===== config.mk =====
export PLATFORM = sky130hd
export DESIGN_NAME = smbcc_channel_control
export DESIGN_NICKNAME = d
export VERILOG_FILES = /design/src/smbcc_channel_control.v
export VERILOG_INCLUDE_DIRS = /design/src
export SDC_FILE = /design/constraint.sdc
export NUM_CORES = 1
export LEC_CHECK = 0
export BUFFER_PORTS_ARGS = -buffer_cell sky130_fd_sc_hd__buf_2
export CAP_MARGIN = 25
export CORE_UTILIZATION = 25
export DETAILED_ROUTE_END_ITERATION = 8
export GPL_ROUTABILITY_DRIVEN = 0
export HOLD_SLACK_MARGIN = 0.15
export PLACE_DENSITY = 0.56
export SKIP_LAST_GASP = 1
export SYNTH_ARGS = -nofsm -noshare
export SYNTH_HDL_FRONTEND = slang
export SYNTH_SLANG_ARGS = --single-unit

===== constraint.sdc =====
create_clock -name clk -period 2.9 [get_ports clk]
set_input_delay 0.58 -clock clk [delete_from_list [all_inputs] [get_ports clk]]
set_output_delay 0.58 -clock clk [all_outputs]
set_load 0.05 [all_outputs]

===== src/smbcc_map.vh =====
/*
  register map and field positions of the second channel control register.
  assumes inclusion by bare name from the channel control module.
*/
`ifndef SMBCC_MAP_VH
`define SMBCC_MAP_VH

`define SMBCC_CTRL_ADDR   8'hC0
`define SMBCC_CTRL_PAGE   4'hF
`define SMBCC_CTRL_RESET  8'h00

`define SMBCC_BIT_ROLE    7
`define SMBCC_BIT_DIR     6
`define SMBCC_BIT_START   5
`define SMBCC_BIT_STOP    4
`define SMBCC_BIT_ACKRQ   3
`define SMBCC_BIT_ARBLOST 2
`define SMBCC_BIT_ACK     1
`define SMBCC_BIT_INT     0

`endif

===== src/smbcc_channel_control.v =====
/*
  control and status register of the second serial channel, with bus
  start/stop detection and the clock-stall hold.
  assumes a byte shifter on clk that reports frame events and consumes
  the start, stop, advance and acknowledge outputs; scl/sda are pins.
*/
`timescale 1ns/10ps
`include "smbcc_map.vh"

// Function
// RL1 - register at 0xC0 page F, bit-writable, resets zero
// RL2 - bit 7 reads one while bus master
// RL3 - bit 6 reads one while transmitting
// RL4 - bit 5 reads one after start detected
// RL5 - writing one as master requests start
// RL6 - bit 4 shows slave stop or pending stop
// RL7 - master stop sent after ack, then cleared
// RL8 - bit 2 reads one after arbitration lost
// RL9 - hardware sets interrupt flag, software clears it
// RL10 - flag set holds clock line low, stalled
// RL11 - write zero clears and advances; one forces
// RL12 - flag set at start, stop, byte, arbitration
// RL13 - acknowledge request set on each received byte
// RL14 - ack bit: outgoing as receiver, received as transmitter
// RL15 - clearing without ack write sends nack
// RL16 - writes to read-only bits are ignored
module smbcc_channel_control (
  input  wire       clk,
  input  wire       sys_rst,
  input  wire [7:0] sfr_addr,
  input  wire [3:0] sfr_page,
  input  wire       sfr_wr,
  input  wire [7:0] sfr_wmask,
  input  wire [7:0] sfr_wdata,
  input  wire       sfr_rd,
  output reg  [7:0] sfr_rdata,
  output reg        sfr_rvalid,
  input  wire       cfg_master_enable,
  input  wire       ev_start_sent,
  input  wire       ev_stop_sent,
  input  wire       ev_byte_done,
  input  wire       ev_byte_rx,
  input  wire       ev_ack_in,
  input  wire       ev_ack_val,
  input  wire       ev_arb_lost,
  input  wire       tx_mode,
  output reg        start_req,
  output reg        stop_req,
  output reg        advance,
  output reg        ack_out,
  input  wire       scl_in,
  output reg        scl_out,
  output reg        scl_oe,
  input  wire       sda_in
);

  ////////////////////////////////////////////////////////////////////////
  // pin synchronisers and bus condition detection
  reg  [1:0] scl_sync_ff;
  reg  [1:0] sda_sync_ff;
  reg        sda_prev_ff;
  reg        scl_prev_ff;
  // edge logic reads the second stage and its delayed copy, never the first
  wire       bus_start = scl_sync_ff[1] & scl_prev_ff & sda_prev_ff & ~sda_sync_ff[1];
  wire       bus_stop  = scl_sync_ff[1] & scl_prev_ff & ~sda_prev_ff & sda_sync_ff[1];

  always @(posedge clk) begin
    if (sys_rst) begin
      scl_sync_ff <= 2'h3;
      sda_sync_ff <= 2'h3;
      scl_prev_ff <= 1'b1;
      sda_prev_ff <= 1'b1;
    end else begin
      scl_sync_ff <= {scl_sync_ff[0], scl_in};
      sda_sync_ff <= {sda_sync_ff[0], sda_in};
      scl_prev_ff <= scl_sync_ff[1];
      sda_prev_ff <= sda_sync_ff[1];
    end
  end

  ////////////////////////////////////////////////////////////////////////
  // register state
  reg        role_ff;
  reg        dir_ff;
  reg        sta_ff;
  reg        sto_ff;
  reg        ackrq_ff;
  reg        arb_ff;
  reg        ack_ff;
  reg        si_ff;
  // remembers an ack write since the last clear; without one a nack goes out
  reg        ack_written_ff;
  reg        nxt_role;
  reg        nxt_dir;
  reg        nxt_sta;
  reg        nxt_sto;
  reg        nxt_ackrq;
  reg        nxt_arb;
  reg        nxt_ack;
  reg        nxt_si;
  reg        nxt_ack_written;
  reg        nxt_ack_out;
  reg        nxt_advance;
  reg        nxt_start_req;

  // decode needs address and page both; other pages hold other registers
  wire hit     = (sfr_addr == `SMBCC_CTRL_ADDR) && (sfr_page == `SMBCC_CTRL_PAGE); // RL1
  wire wr_hit  = sfr_wr & hit;
  wire w_sta   = wr_hit & sfr_wmask[`SMBCC_BIT_START];
  wire w_sto   = wr_hit & sfr_wmask[`SMBCC_BIT_STOP];
  wire w_ack   = wr_hit & sfr_wmask[`SMBCC_BIT_ACK];
  wire w_si    = wr_hit & sfr_wmask[`SMBCC_BIT_INT];
  wire clr_si  = w_si & ~sfr_wdata[`SMBCC_BIT_INT];
  wire hw_si   = ev_start_sent | ev_stop_sent | ev_byte_done | ev_arb_lost
               | bus_start | (bus_stop & ~role_ff); // RL12
  wire [7:0] cur = {role_ff, dir_ff, sta_ff, sto_ff, ackrq_ff, arb_ff, ack_ff, si_ff};

  always @* begin
    nxt_role        = role_ff;
    // direction lags the shifter by one clock, software sees it late
    nxt_dir         = tx_mode; // RL3
    nxt_sta         = sta_ff;
    nxt_sto         = sto_ff;
    nxt_ackrq       = ackrq_ff;
    nxt_arb         = arb_ff;
    nxt_ack         = ack_ff;
    nxt_si          = si_ff;
    nxt_ack_written = ack_written_ff;
    nxt_ack_out     = ack_out;
    nxt_advance     = 1'b0;
    nxt_start_req   = 1'b0;
    // role, read-only, follows the shifter's own start/stop
    if (ev_start_sent)
      nxt_role = 1'b1; // RL2
    // stop and lost arbitration both hand the bus back
    if (ev_stop_sent | ev_arb_lost)
      nxt_role = 1'b0; // RL2
    // start flag
    if (w_sta) begin
      nxt_sta = sfr_wdata[`SMBCC_BIT_START];
      nxt_start_req = sfr_wdata[`SMBCC_BIT_START] & cfg_master_enable; // RL5
    end
    if (bus_start)
      nxt_sta = 1'b1; // RL4
    // stop flag
    if (w_sto)
      nxt_sto = sfr_wdata[`SMBCC_BIT_STOP] & role_ff; // RL7
    if (ev_stop_sent)
      nxt_sto = 1'b0; // RL7
    if (bus_stop & ~role_ff)
      nxt_sto = 1'b1; // RL6
    // acknowledge value
    if (w_ack) begin
      nxt_ack = sfr_wdata[`SMBCC_BIT_ACK]; // RL14
      nxt_ack_written = 1'b1;
      nxt_ack_out = sfr_wdata[`SMBCC_BIT_ACK];
    end
    if (ev_ack_in)
      nxt_ack = ev_ack_val; // RL14
    // software clear advances the channel
    if (clr_si && si_ff) begin
      nxt_advance = 1'b1; // RL11
      nxt_si = 1'b0; // RL11
      if (ackrq_ff && !ack_written_ff && !w_ack)
        nxt_ack_out = 1'b0; // RL15
      nxt_ackrq = 1'b0;
      nxt_arb = 1'b0;
      nxt_ack_written = 1'b0;
    end else if (clr_si) begin
      nxt_si = 1'b0;
    end
    if (w_si && sfr_wdata[`SMBCC_BIT_INT])
      nxt_si = 1'b1; // RL11
    // hardware sets win over a same-cycle clear
    if (hw_si)
      nxt_si = 1'b1; // RL9
    if (ev_byte_rx)
      nxt_ackrq = 1'b1; // RL13
    if (ev_arb_lost)
      nxt_arb = 1'b1; // RL8
  end

  ////////////////////////////////////////////////////////////////////////
  // flops; read-only bits ignore writes to their own bits; ack request and arbitration lost clear when the flag is cleared
  always @(posedge clk) begin
    if (sys_rst) begin
      {role_ff, dir_ff, sta_ff, sto_ff, ackrq_ff, arb_ff, ack_ff, si_ff} <= `SMBCC_CTRL_RESET; // RL1
      ack_written_ff <= 1'b0;
      ack_out        <= 1'b0;
      advance        <= 1'b0;
      start_req      <= 1'b0;
      stop_req       <= 1'b0;
      scl_out        <= 1'b0;
      scl_oe         <= 1'b0;
      sfr_rdata      <= 8'h00;
      sfr_rvalid     <= 1'b0;
    end else begin
      role_ff        <= nxt_role; // RL16
      dir_ff         <= nxt_dir; // RL16
      sta_ff         <= nxt_sta;
      sto_ff         <= nxt_sto;
      ackrq_ff       <= nxt_ackrq; // RL16
      arb_ff         <= nxt_arb; // RL16
      ack_ff         <= nxt_ack;
      si_ff          <= nxt_si;
      ack_written_ff <= nxt_ack_written;
      ack_out        <= nxt_ack_out;
      advance        <= nxt_advance;
      start_req      <= nxt_start_req;
      stop_req       <= nxt_sto & nxt_role; // RL7
      // pin is open-drain: only the enable moves, the level stays low
      scl_out        <= 1'b0;
      // open-drain hold low while the flag stands
      scl_oe         <= nxt_si; // RL10
      sfr_rvalid     <= sfr_rd & hit;
      // zero outside a read so a stale value never reaches the bus
      if (sfr_rd & hit)
        sfr_rdata <= cur;
      else
        sfr_rdata <= 8'h00;
    end
  end

endmodule


==> results.sh <==
export IMPL_status="finished, final reports clean"
export IMPL_fillers=413
export IMPL_rows=22
export IMPL_end_kind="flip-flop"
export IMPL_path_cells="buf_2, nor4_4, nand2_2, nor4b_2, and2_1"
export IMPL_finalSetupViolCount=0
export IMPL_avgSynthCellArea_um2=10.06
export IMPL_syn_to_final_growth_pct=32.14
export IMPL_wl_mm=2.267
export IMPL_start_util_pct=26.94
export IMPL_powerDensity_nw_per_um2=490.5
export IMPL_cts_tree="yes"
export IMPL_ys_warn_count=0
export IMPL_path_max_fanout=9
export IMPL_synth_edf_count=0
export IMPL_crit_type="input port to flip-flop"
export IMPL_cts_buffer_depth=2
export IMPL_cpMaxStageDelayCell="nor4b_2"
export IMPL_clk_latency_ns=0.27
export IMPL_setup_tns_ns=0
export IMPL_die_x_um=65.75
export IMPL_required_ns=3.11
export IMPL_antenna_left=0
export IMPL_syn_num_nets=144
export IMPL_worstSetupStartpointType="input port"
export IMPL_slowest_delay_ns=0.65
export IMPL_finalNetCount=194
export IMPL_numCtsBuffers=3
export IMPL_synth_area_leader_cell="dfxtp_1"
export IMPL_place_inst=194
export IMPL_synth_common_cells="dfxtp_1, and2_1, inv_1, or2_2"
export IMPL_clk_pin_slew_worst_paths_ns=0.08
export IMPL_synthFlopType="dfxtp_1"
export IMPL_final_cells=197
export IMPL_rsz0062_at_grt="false"
export IMPL_ys_seq_area_share_pct=55.17
export IMPL_ys_top_cells_by_area="dfxtp_1, and2_1, or2_2"
export IMPL_htree_levels=1
export IMPL_clock_skew_ns=0.004231
export IMPL_io_pins=58
export IMPL_clock_fmax_mhz=542.4
export IMPL_syn_inst=101
export IMPL_crit_buf_inv=1
export IMPL_worst_slew_pin_slew_ns=0.7551
export IMPL_power_leakage_nw=0.6136
export IMPL_die_h_um=65.75
export IMPL_post_route_drc_count=0
export IMPL_synth_cell_type_count=29
export IMPL_slew_headroom_pct=49.53
export IMPL_die_area_um2=4323
export IMPL_grt_max_degree=20
export IMPL_syn_cell_area_um2=1016
export IMPL_synth_seq_cells=28
export IMPL_io_buffer_count=48
export IMPL_n_antenna_cell=0
export IMPL_dr_pass1_iters=2
export IMPL_finalHoldViolCount=0
export IMPL_cts_sinks=28
export IMPL_first_global_vias=878
export IMPL_maxCapViolCount=0
export IMPL_cts_repair_resized=0
export IMPL_first_iter_violations=14
export IMPL_grt_antenna_before_repair=0
export IMPL_wl_per_cell_um=11.51
export IMPL_grt_pass1_wl_mm=3.629
export IMPL_report_final_slew_viol_count=0
export IMPL_drive_above_1_share_pct=40.27
export IMPL_vias=896
export IMPL_period_minus_slack_ns=1.844
export IMPL_peakVddDrop_mv=0.2685
export IMPL_coreArea_um2=3771
export IMPL_critPathArrivalTime_ns=2.06
export IMPL_ff_latch_area_um2=560.5
export IMPL_cts_hold_buffers=0
export IMPL_gr_total_overflow=0
export IMPL_multi_input_area_um2=414.1
export IMPL_hold_path_class="flip-flop to flip-flop"
export IMPL_grtUsageTotal_pct=11.29
export IMPL_fin_crit_sh_pct=63.57
export IMPL_yosysTopAreaCellShare_pct=55.17
export IMPL_cts_setup_buffers=0
export IMPL_viasPerCell=4.548
export IMPL_async_flop_share_pct=0
export IMPL_synth_most_common_cell="dfxtp_1"
export IMPL_root_buffer="clkbuf_8"
export IMPL_worst_path_dominant_cell_family="simple AND/OR/NAND/NOR gates"
==> worst register-to-register path, stage by stage (launching register included) <==
cell and delay (ns):
dfxtp_1 0.33, nand2_1 0.07, nor4b_1 0.49, nor2b_1 0.10, a311oi_1 0.25
==> sequential cells by signal, summed over array words and instances, names as in the netlist <==
signal and flops:
sfr_rdata 8, scl_sync_ff 2, sda_sync_ff 2, ack_ff 1, ack_out 1, ack_written_ff 1, ackrq_ff 1, advance 1
arb_ff 1, dir_ff 1, role_ff 1, scl_prev_ff 1, sda_prev_ff 1, sfr_rvalid 1, si_ff 1, sta_ff 1
start_req 1, sto_ff 1, stop_req 1
==> cell usage in the layout, fill, tap and decap left out, drive strengths merged, types with 3 or more instances in the layout <==
| cell | n |
|---|---|
| inv | 7 |
| buf | 48 |
| nor4b | 3 |
| and2 | 8 |
| nand2 | 5 |
| nor2b | 3 |
| dfxtp | 28 |
| and4b | 3 |
| nor2 | 4 |
| or4 | 3 |
| a31oi | 3 |
| a21oi | 4 |
| nor4 | 3 |
| o21ai | 4 |
| or2 | 6 |
| clkbuf | 3 |
==> routing by layer <==
layer	track usage, %	up-vias	wire length (um)
met2	21.56	29	1148
met5	0	-	0
met4	3.533	0	16
met1	11.30	413	929
li1	-	452	-
met3	3.646	2	173
==> path summary, 6_finish.rpt <==
kind,startpoint,to,slack (ns),cells past startpoint
worst max-delay path,sfr_addr[1],sfr_rdata[6],1.06,5
worst min-delay path,sda_sync_ff[0],sda_sync_ff[1],0.42,1
worst max register to register,scl_sync_ff[1],sto_ff,1.59,4
worst min register to register,sda_sync_ff[0],sda_sync_ff[1],0.42,1
==> logic make-up (layout without fill, tap and decap cells) <==
| logic type | after synthesis | after routing | share of synthesized area [%] |
|---|---|---|---|
| other | 1 | 1 | 0.3691 |
| buffers and inverters | 10 | 58 | 4.065 |
| and+or+nand+nor | 47 | 47 | 31.40 |
| AOI/OAI and AO/OA | 15 | 15 | 8.991 |
| DFF | 28 | 28 | 55.17 |
==> power by group <==
| group | switching, mW | total (mW) | internal [mW] |
|---|---|---|---|
| clock | 0.110 | 0.203 | 0.0932 |
| combinational | 0.0302 | 0.0576 | 0.0274 |
| sequential | 0.00417 | 0.397 | 0.393 |
| total | 0.145 | 0.659 | 0.514 |
==> stage by stage <==
stage / area (um^2) / hold slack, ns / util, % / power [mW] / setup WS (ns)
finish: 1343 / 0.4152 / 35.60 / 0.6586 / 1.056
global route: 1343 / 0.4310 / 35.60 / 0.6860 / 0.8389
CTS: 1343 / 0.4190 / 35.60 / 0.6671 / 1.037
detailed placement: 1301 / 0.3979 / 34.51 / 0.4651 / 0.7598
global placement: 1301 / 0.3931 / 34.51 / 0.4617 / 0.7766
floorplan: 1016 / 0.3895 / - / 0.4328 / 1.052
==> final cells by class <==
class / instances / share of cell area (%)
clock buffers: 3 / 3.075
well taps: 48 / 4.473
flip-flops and latches: 28 / 41.75
inverters: 7 / 1.957
repair buffers: 48 / 17.89
multi-input cells: 63 / 30.85
Power figures use the tool's default switching activity.
